<file path="src/core/ocm_pkg.sv">
// Purpose: Shared constants for the over-range flag and clock-out pin logic
// Assumes: One 40 MHz system clock; every input is synchronous to it
// Notes:   Select encodings apply to both the straps and the serial override

// ****************************************************************
// Package
// ****************************************************************
package ocm_pkg;

    // Sample magnitude, hold count and select widths
    localparam int MAG_W = 12;
    localparam int HOLD_W = 4;
    localparam int SEL_W = 2;

    // Channel indices
    localparam int CH_A = 0;
    localparam int CH_B = 1;
    localparam int CH_C = 2;
    localparam int CH_D = 3;
    localparam int CH_COUNT = 4;

    // Variant channel counts
    localparam int VARIANT_SINGLE = 1;
    localparam int VARIANT_DUAL = 2;
    localparam int VARIANT_QUAD = 4;

    // Clock-out select encodings
    localparam logic [SEL_W-1:0] SEL_FLAG = 2'h0;
    localparam logic [SEL_W-1:0] SEL_REPEAT = 2'h1;
    localparam logic [SEL_W-1:0] SEL_DIV2 = 2'h2;
    localparam logic [SEL_W-1:0] SEL_DIV4 = 2'h3;

    // Reset values
    localparam logic [HOLD_W-1:0] HOLD_RESET = 4'h0;
    localparam logic [1:0] DIV_RESET = 2'h0;

    typedef enum logic [1:0] {
        OCM_SRC_FLAG,
        OCM_SRC_REPEAT,
        OCM_SRC_DIV2,
        OCM_SRC_DIV4
    } ocm_src_t;

endpackage

</file>
<file path="src/core/ocm_overrange_clock_out.sv">
// Purpose: Over-range flag pins A-D with clock-out option on pins C and D
// Assumes: All inputs synchronous to clock; reference sampled as a level
// Notes:   Every pin output comes straight from a flip-flop

`timescale 1ns/10ps

module ocm_overrange_clock_out #(
    parameter int CHANNEL_COUNT = ocm_pkg::VARIANT_QUAD
) (
    input wire logic clock,
    input wire logic rst,
    input wire logic [ocm_pkg::MAG_W-1:0] magnitude_a,
    input wire logic [ocm_pkg::MAG_W-1:0] magnitude_b,
    input wire logic [ocm_pkg::MAG_W-1:0] magnitude_c,
    input wire logic [ocm_pkg::MAG_W-1:0] magnitude_d,
    input wire logic [ocm_pkg::MAG_W-1:0] overrange_threshold,
    input wire logic [ocm_pkg::HOLD_W-1:0] overrange_hold_count,
    input wire logic ref_clock_diff,
    input wire logic ref_clock_single_ended,
    input wire logic ref_select_single_ended,
    input wire logic pll_enable,
    input wire logic power_down_pin,
    input wire logic [ocm_pkg::SEL_W-1:0] clock_out_select_straps,
    input wire logic serial_clock_override,
    input wire logic serial_clock_disable,
    input wire logic [ocm_pkg::SEL_W-1:0] serial_select_c,
    input wire logic [ocm_pkg::SEL_W-1:0] serial_select_d,
    output logic overrange_flag_a,
    output logic overrange_flag_b,
    output logic overrange_or_clock_c,
    output logic overrange_or_clock_d,
    output logic reference_clock_repeat_out
);

    logic [ocm_pkg::MAG_W-1:0] magnitude [ocm_pkg::CH_COUNT];
    logic [ocm_pkg::CH_COUNT-1:0] channel_present;
    logic [ocm_pkg::CH_COUNT-1:0] flag;
    logic ref_selected;
    logic clock_allowed;
    logic [ocm_pkg::SEL_W-1:0] select_c;
    logic [ocm_pkg::SEL_W-1:0] select_d;
    logic clock_mode_c;
    logic clock_mode_d;
    logic divided_ref_half;
    logic divided_ref_quarter;
    logic divided_ref_out_c;
    logic divided_ref_out_d;

    assign magnitude[ocm_pkg::CH_A] = magnitude_a;
    assign magnitude[ocm_pkg::CH_B] = magnitude_b;
    assign magnitude[ocm_pkg::CH_C] = magnitude_c;
    assign magnitude[ocm_pkg::CH_D] = magnitude_d;

    // ****************************************************************
    // Per-channel over-range flags
    // ****************************************************************
    genvar ch;
    generate
        for (ch = 0; ch < ocm_pkg::CH_COUNT; ch = ch + 1) begin : g_channel
            // Channel exists only in variants wide enough to carry it
            assign channel_present[ch] = (ch < CHANNEL_COUNT);

            ocm_overrange_hold u_hold (
                .clock(clock),
                .rst(rst),
                .enable(channel_present[ch]),
                .magnitude(magnitude[ch]),
                .threshold(overrange_threshold),
                .hold_count(overrange_hold_count),
                .flag(flag[ch])
            );
        end
    endgenerate

    always_ff @(posedge clock or posedge rst) begin
        if (rst) begin
            overrange_flag_a <= 1'b0;
            overrange_flag_b <= 1'b0;
        end else begin
            overrange_flag_a <= flag[ocm_pkg::CH_A];
            overrange_flag_b <= flag[ocm_pkg::CH_B];
        end
    end

    // ****************************************************************
    // Reference repeat
    // ****************************************************************
    assign clock_allowed = pll_enable && !power_down_pin;

    always_ff @(posedge clock or posedge rst) begin
        if (rst) begin
            ref_selected <= 1'b0;
        end else if (ref_select_single_ended) begin
            ref_selected <= ref_clock_single_ended;
        end else begin
            ref_selected <= ref_clock_diff;
        end
    end

    always_ff @(posedge clock or posedge rst) begin
        if (rst) begin
            reference_clock_repeat_out <= 1'b0;
        end else begin
            reference_clock_repeat_out <= clock_allowed && ref_selected;
        end
    end

    ocm_ref_divider u_divider (
        .clock(clock),
        .rst(rst),
        .ref_level(ref_selected),
        .divided_ref_half(divided_ref_half),
        .divided_ref_quarter(divided_ref_quarter)
    );

    // ****************************************************************
    // Clock-out selection
    // ****************************************************************
    always_comb begin
        select_c = ocm_pkg::SEL_FLAG;
        select_d = ocm_pkg::SEL_FLAG;
        if (serial_clock_disable) begin
            select_c = ocm_pkg::SEL_FLAG;
            select_d = ocm_pkg::SEL_FLAG;
        end else if (serial_clock_override) begin
            select_c = serial_select_c;
            select_d = serial_select_d;
        end else begin
            select_c = clock_out_select_straps;
            if (clock_out_select_straps != ocm_pkg::SEL_FLAG) begin
                select_d = ocm_pkg::SEL_REPEAT;
            end
        end
    end

    assign clock_mode_c = clock_allowed && (select_c != ocm_pkg::SEL_FLAG);
    assign clock_mode_d = clock_mode_c && (select_d != ocm_pkg::SEL_FLAG);

    always_comb begin
        case (select_c)
            ocm_pkg::SEL_REPEAT: divided_ref_out_c = ref_selected;
            ocm_pkg::SEL_DIV2: divided_ref_out_c = divided_ref_half;
            ocm_pkg::SEL_DIV4: divided_ref_out_c = divided_ref_quarter;
            default: divided_ref_out_c = 1'b0;
        endcase
    end

    always_comb begin
        case (select_d)
            ocm_pkg::SEL_REPEAT: divided_ref_out_d = ref_selected;
            ocm_pkg::SEL_DIV2: divided_ref_out_d = divided_ref_half;
            ocm_pkg::SEL_DIV4: divided_ref_out_d = divided_ref_quarter;
            default: divided_ref_out_d = 1'b0;
        endcase
    end

    // ****************************************************************
    // Shared pins C and D
    // ****************************************************************
    always_ff @(posedge clock or posedge rst) begin
        if (rst) begin
            overrange_or_clock_c <= 1'b0;
        end else if (clock_mode_c) begin
            overrange_or_clock_c <= divided_ref_out_c;
        end else begin
            overrange_or_clock_c <= flag[ocm_pkg::CH_C];
        end
    end

    always_ff @(posedge clock or posedge rst) begin
        if (rst) begin
            overrange_or_clock_d <= 1'b0;
        end else if (clock_mode_d) begin
            overrange_or_clock_d <= divided_ref_out_d;
        end else begin
            overrange_or_clock_d <= flag[ocm_pkg::CH_D];
        end
    end
endmodule // ocm_overrange_clock_out

</file>
<file path="src/core/ocm_overrange_hold.sv">
// Purpose: One channel's over-range flag with minimum high time
// Assumes: Magnitude and threshold are unsigned and synchronous to clock
// Notes:   Flag stays high for hold_count+1 cycles after the last exceeding sample

`timescale 1ns/10ps

module ocm_overrange_hold (
    input wire logic clock,
    input wire logic rst,
    input wire logic enable,
    input wire logic [ocm_pkg::MAG_W-1:0] magnitude,
    input wire logic [ocm_pkg::MAG_W-1:0] threshold,
    input wire logic [ocm_pkg::HOLD_W-1:0] hold_count,
    output logic flag
);

    logic [ocm_pkg::HOLD_W-1:0] remain;
    logic exceed;

    assign exceed = enable && (magnitude > threshold);

    // ****************************************************************
    // Flag and hold counter
    // ****************************************************************
    always_ff @(posedge clock or posedge rst) begin
        if (rst) begin
            flag <= 1'b0;
            remain <= ocm_pkg::HOLD_RESET;
        end else if (!enable) begin
            flag <= 1'b0;
            remain <= ocm_pkg::HOLD_RESET;
        end else if (exceed) begin
            flag <= 1'b1;
            remain <= hold_count;
        end else if (remain != ocm_pkg::HOLD_RESET) begin
            flag <= 1'b1;
            remain <= remain - 4'h1;
        end else begin
            flag <= 1'b0;
        end
    end
endmodule // ocm_overrange_hold

</file>
<file path="src/core/ocm_ref_divider.sv">
// Purpose: Free-running divide-by-2 and divide-by-4 of the repeated reference
// Assumes: Reference level is registered and slower than half the clock
// Notes:   Counts rising edges of the reference, so duty cycle is near even

`timescale 1ns/10ps

module ocm_ref_divider (
    input wire logic clock,
    input wire logic rst,
    input wire logic ref_level,
    output logic divided_ref_half,
    output logic divided_ref_quarter
);

    logic ref_prev;
    logic [1:0] count;
    logic ref_rise;

    assign ref_rise = ref_level && !ref_prev;
    assign divided_ref_half = count[0];
    assign divided_ref_quarter = count[1];

    // ****************************************************************
    // Edge counter
    // ****************************************************************
    always_ff @(posedge clock or posedge rst) begin
        if (rst) begin
            ref_prev <= 1'b0;
        end else begin
            ref_prev <= ref_level;
        end
    end

    always_ff @(posedge clock or posedge rst) begin
        if (rst) begin
            count <= ocm_pkg::DIV_RESET;
        end else if (ref_rise) begin
            count <= count + 2'h1;
        end
    end
endmodule // ocm_ref_divider

</file>
<file path="config.mk">
export PLATFORM = sky130hd
export DESIGN_NAME = ocm_overrange_clock_out
export DESIGN_NICKNAME = d
export VERILOG_FILES = /design/src/core/ocm_pkg.sv /design/src/core/ocm_overrange_clock_out.sv /design/src/core/ocm_overrange_hold.sv /design/src/core/ocm_ref_divider.sv
export SDC_FILE = /design/constraint.sdc
export NUM_CORES = 1
export LEC_CHECK = 0
export BUFFER_PORTS_ARGS = -buffer_cell sky130_fd_sc_hd__buf_2
export CAP_MARGIN = 20
export CORE_MARGIN = 8
export CORE_UTILIZATION = 49
export CTS_CLUSTER_SIZE = 40
export DETAILED_ROUTE_END_ITERATION = 10
export GPL_TIMING_DRIVEN = 0
export HOLD_SLACK_MARGIN = 0.12
export PLACE_DENSITY = 0.78
export REMOVE_ABC_BUFFERS = 1
export SLEW_MARGIN = 10
export SYNTH_ARGS = -nofsm -noshare
export SYNTH_HDL_FRONTEND = slang
export SYNTH_HIERARCHICAL = 1
export SYNTH_SLANG_ARGS = --single-unit
</file>
<file path="constraint.sdc">
create_clock -name clock -period 1.3 [get_ports clock]
set_input_delay 0.065 -clock clock [delete_from_list [all_inputs] [get_ports clock]]
set_output_delay 0.065 -clock clock [all_outputs]
set_load 0.1 [all_outputs]
</file>
# Word-level counts from Yosys, hierarchy flattened
# Index checks and enable logic that the tools add are counted.
# totals
romBits	0
wordCells	75
reg_bits	29
latch_bits	0
memories	0
inputBits	79
ram_bits	0
# op_classes
order_cmp	4
n_bitwise	0
shift	0
n_addsub	5
mul	0
n_eq_ne	6
mux	26
n_reduce_logical	18
div	0
# ops
op	n
$gt 12x12->1	4
$mux 4	8
$reduce_bool 4->1	4
$sub 4x1->4 const B	4
$reduce_bool 2->1	7
$mux 1	12
$eq 2x2->1 const B	4
$mux 2	4
$pmux 1 s3	2
$logic_and 1x1->1	5
$eq 2x1->1 const B	2
$add 2x1->2 const B	1
$logic_not 1->1	2

# Depth between registers and ports, before layout
# logic_depth
ltp_word	7
depth_mapped	7

# Modules after synthesis
# The synthesis kept the hierarchy.
# modules_own_cells
module	seq_area_each_um2	instances	area_per_inst_um2	cells_per_inst
ocm_overrange_hold	125.1	4	684.4	82
ocm_overrange_clock_out	150.1	1	336.6	29
ocm_ref_divider	75.1	1	110.1	8

# Worst setup path after synthesis
# OpenSTA, ideal clock, no wires.
# synth_path
path_type	reg2reg
start	reg g_channel[0].u_hold/remain[0] (netlist name)
end	reg g_channel[0].u_hold/remain[1] (netlist name)
t_required_ps	1166
path_stages_with_launch	7
setup_ps	134
path_slack_ps	-100
synth_period_minus_slack_ps	1400
n_path_buf	0
t_arrival_ps	1266
path_cell_list	dfrtp_1 -> inv_1 -> ha_1 -> nor3b_2 -> o21ai_0 -> a32oi_1 -> o211ai_1
# synth_via
elab_chain_len	3
elab_cells_between_ends	5
# synth_rtl
element	line	source
start: declaration	ocm_overrange_hold.sv:17	logic [ocm_pkg::HOLD_W-1:0] remain;
start signal: assignment	ocm_overrange_hold.sv:28	remain <= ocm_pkg::HOLD_RESET;
start signal: assignment	ocm_overrange_hold.sv:31	remain <= ocm_pkg::HOLD_RESET;
start signal: assignment	ocm_overrange_hold.sv:34	remain <= hold_count;
$sub 4x1->4	ocm_overrange_hold.sv:37	remain <= remain - 4'h1;
$mux 4	ocm_overrange_hold.sv:35	end else if (remain != ocm_pkg::HOLD_RESET) begin
$mux 4	ocm_overrange_hold.sv:32	end else if (exceed) begin
# Parallel ways exist; a longest one is shown, timed or not. The select of a mux whose other input is x is not followed.
# A chain may end at the register's enable or synchronous reset.

# Worst setup path after layout
# layout_path
start	reg g_channel[1].u_hold/remain[1] (netlist name)
end	reg g_channel[1].u_hold/remain[0] (netlist name)
# layout_via
elab_chain_len	2
# layout_rtl
element	line
start: declaration	ocm_overrange_hold.sv:17
start signal: assignment	ocm_overrange_hold.sv:28
start signal: assignment	ocm_overrange_hold.sv:31
start signal: assignment	ocm_overrange_hold.sv:34
$reduce_bool 4->1	ocm_overrange_hold.sv:35
$reduce_bool 2->1 (no source line)	--
# Every way passes these cells.

==> key figures <==
Die
  • Die H: 96.6 µm
  • I/O Pins: 84
  • Row count: 29
  • Core Area: 6310 µm²
  • Die X: 96.6 µm
  • Die Area: 9330 µm²
  • Initial Util: 0.504

Global route
  • Global route overflow: 0
  • Vias in the first global route: 3765
  • Initial antenna violation count: 0
  • First-pass GRT wire length: 16600 µm
  • GRT Overall Usage: 0.207
  • Largest net degree at the start of global routing: 9

Routing
  • Antenna Violating Nets Remaining: 0
  • Residual DRC: 0
  • Final WL: 10900 µm
  • Initial DRC Count: 87
  • Wirelength per Cell: 18.1 µm
  • DR pass1 iterations: 5
  • Via count: 3420
  • Via-per-instance ratio: 5.70

Timing
  • Unrepaired setup endpoints after global routing: yes
  • Max Slew Vio Count: 0
  • Final hold slack: 188 ps
  • Post-route minimum period: 1610 ps
  • Fmax: 623 MHz
  • Worst Clk Skew: 4.80 ps
  • Crit share post-route: 1.24
  • Post-route setup slack: -306 ps
  • Final setup viols: 17
  • Hold Vio Cnt, Final: 0

Worst setup path
  • Crit start category: flop
  • Worst Path Required: 1430 ps
  • CP Class: flop to flop
  • Critical Path AT: 1740 ps
  • Worst setup EP type: flop
  • Critical Path Fanout Max: 4

Placed design
  • Area post-placement: 3800 µm²
  • DP HPWL: 7080 µm
  • Port bufs: 83
  • GPL Wtd Cong: 0.843
  • Dpl ws: -467 ps

Synthesis
  • Synthesized area per cell: 8.72 µm²
  • Syn Std Cell Area: 3180 µm²
  • Yosys top cell area share: 0.228
  • Flops & latches, synth: 29
  • Post-synth ARST share: 1.00
  • Cell taking the most area after synthesis: dfrtp_1
  • Distinct cells, synth: 45
  • YS warnings: 6
  • Post-synth EDFFs: 0
  • Synth Flop Type: dfrtp_1
  • Sequential area share after synthesis: 0.228
  • Top cells by area, synth: dfrtp_1 (23%), ha_1 (20%), inv_1 (7.9%)
  • Post-Synthesis Cells: 365

Power
  • P per Cell Area: 990 nW/µm²
  • Worst vdd ir: 815 µV
  • Leak: 2.39 nW

Outcome
  • Violated checks: setup timing
  • Status: finished with violations

Layout
  • Number of fill cells: 379
  • Final instance area: 4950 µm²
  • Area occupied by multi-input gates: 2950 µm²
  • Antenna diode count: 0
  • Synth-to-Final Area Change: 55.6%
  • Register area: 726 µm²
  • Layout cells sized above 1: 0.476
  • Fin nets: 653
  • Util after Layout: 0.785

Hold path
  • Worst Hold Class: primary input to flop

Clock tree
  • Root Driver: clkbuf_8
  • Inserted Clock Buffers: 5
  • Clock Tree Buf Depth: 2
  • Number of H-tree levels: 2
  • Clock-pin slew on the worst setup and hold paths: 60 ps
  • CTS tree: built
  • # clock sinks: 29
  • Worst-Skew Late Latency: 270 ps

Job
  • Max cap viols: 0
## routing by layer
| metal | GRT usage | up-vias | part of all wire |
|---|---|---|---|
| met1 | 0.223 | 1611 | 0.39 |
| met2 | 0.373 | 155 | 0.50 |
| met4 | 0.101 | 0 | 0.041 |
| met5 | 0 | - | 0 |
| met3 | 0.0441 | 37 | 0.061 |
| li1 | - | 1617 | - |
## cells in the mapped netlist, drive strengths merged, types with 8 or more instances
master  number
nor2        13
inv         67
nand3        8
a21oi       24
dfrtp       29
nand2b       9
o21ai       19
a32oi        8
nand4       12
nor3        10
a211oi       8
nand2       24
ha          52
o211ai       8
a311oi      12
## worst max-delay path, cell delays in order (launching register included)
cell	delay, ps
dfrtp_1	380
inv_1	70
ha_2	180
nor3b_4	300
xnor2_2	140
a32oi_2	260
o311ai_2	130
## layout by cell type, fill, tap and decap left out, drive strengths merged, types with 13 or more instances in the layout
| master | n |
|---|---|
| inv | 67 |
| nor2 | 13 |
| nand2 | 24 |
| a21oi | 24 |
| dfrtp | 29 |
| buf | 117 |
| conb | 28 |
| o21ai | 19 |
| ha | 52 |
## where the power goes
group	internal, W	switching, W	total (W)
combinational	0.00146	0.00149	0.00295
sequential	0.00109	0.000177	0.00127
clock	0.000379	0.000306	0.000686
total	0.00293	0.00197	0.00491
## registers in the layout, summed over array words and instances, names as in the netlist
name	cells
overrange_flag_b	1
overrange_or_clock_d	1
g_channel.u_hold/flag	4
g_channel.u_hold/remain	16
u_divider/count	2
overrange_flag_a	1
reference_clock_repeat_out	1
u_divider/ref_prev	1
ref_selected	1
overrange_or_clock_c	1
## area by class of cell
type / instances / share of cell area
Clock buffer: 8 / 0.0162
Inverter: 67 / 0.0538
Multi-Input combinational cell: 296 / 0.595
Sequential cell: 29 / 0.147
Tap cell: 77 / 0.0194
Timing Repair Buffer: 123 / 0.169
## stage by stage
step | setup TNS, ps | power (W) | instances
final | -2480 | 0.00491 | 600
after global routing | -3580 | 0.00520 | 600
after CTS | -1880 | 0.00445 | 585
after detailed placement | -7740 | 0.00300 | 552
after global placement | -6620 | 0.00290 | 552
after floorplan | -1090 | 0.00254 | 392
## kinds of logic after synthesis
kind of cell,share of synthesized area
multiplexers,0.0200
adder cells (fa/ha/maj),0.204
flip-flops,0.228
other,0.00118
AND/OR/NAND/NOR,0.214
AO/OA/AOI/OAI,0.237
XOR/XNOR,0.0165
buffers and inverters,0.0790
## what timing repair did
action / 4_1_cts / 5_1_grt
endpoints found under the setup margin: 21 / 21
gates resized for setup: 89 / 59
buffers inserted: 19 / 17
hold buffers: 6 / 0
endpoints found under the hold margin: 31 / 0
pin swaps: 43 / 47
## worst paths after layout
path	from	end	slack, ps	cells after the start
max	g_channel[1].u_hold/remain[1]$_DFFE_PP0P_	g_channel[1].u_hold/remain[0]$_DFFE_PP0P_	-310	6
min	power_down_pin	overrange_or_clock_d$_DFF_PP0_	190	4
max reg2reg	g_channel[1].u_hold/remain[1]$_DFFE_PP0P_	g_channel[1].u_hold/remain[0]$_DFFE_PP0P_	-310	6
min reg2reg	g_channel[0].u_hold/flag$_DFF_PP0_	overrange_flag_a$_DFF_PP0_	350	0
max in group asynchronous	rst	ref_selected$_DFF_PP0_	780	3
min in group asynchronous	rst	u_divider/ref_prev$_DFF_PP0_	260	3
Power figures use the tool's default switching activity.
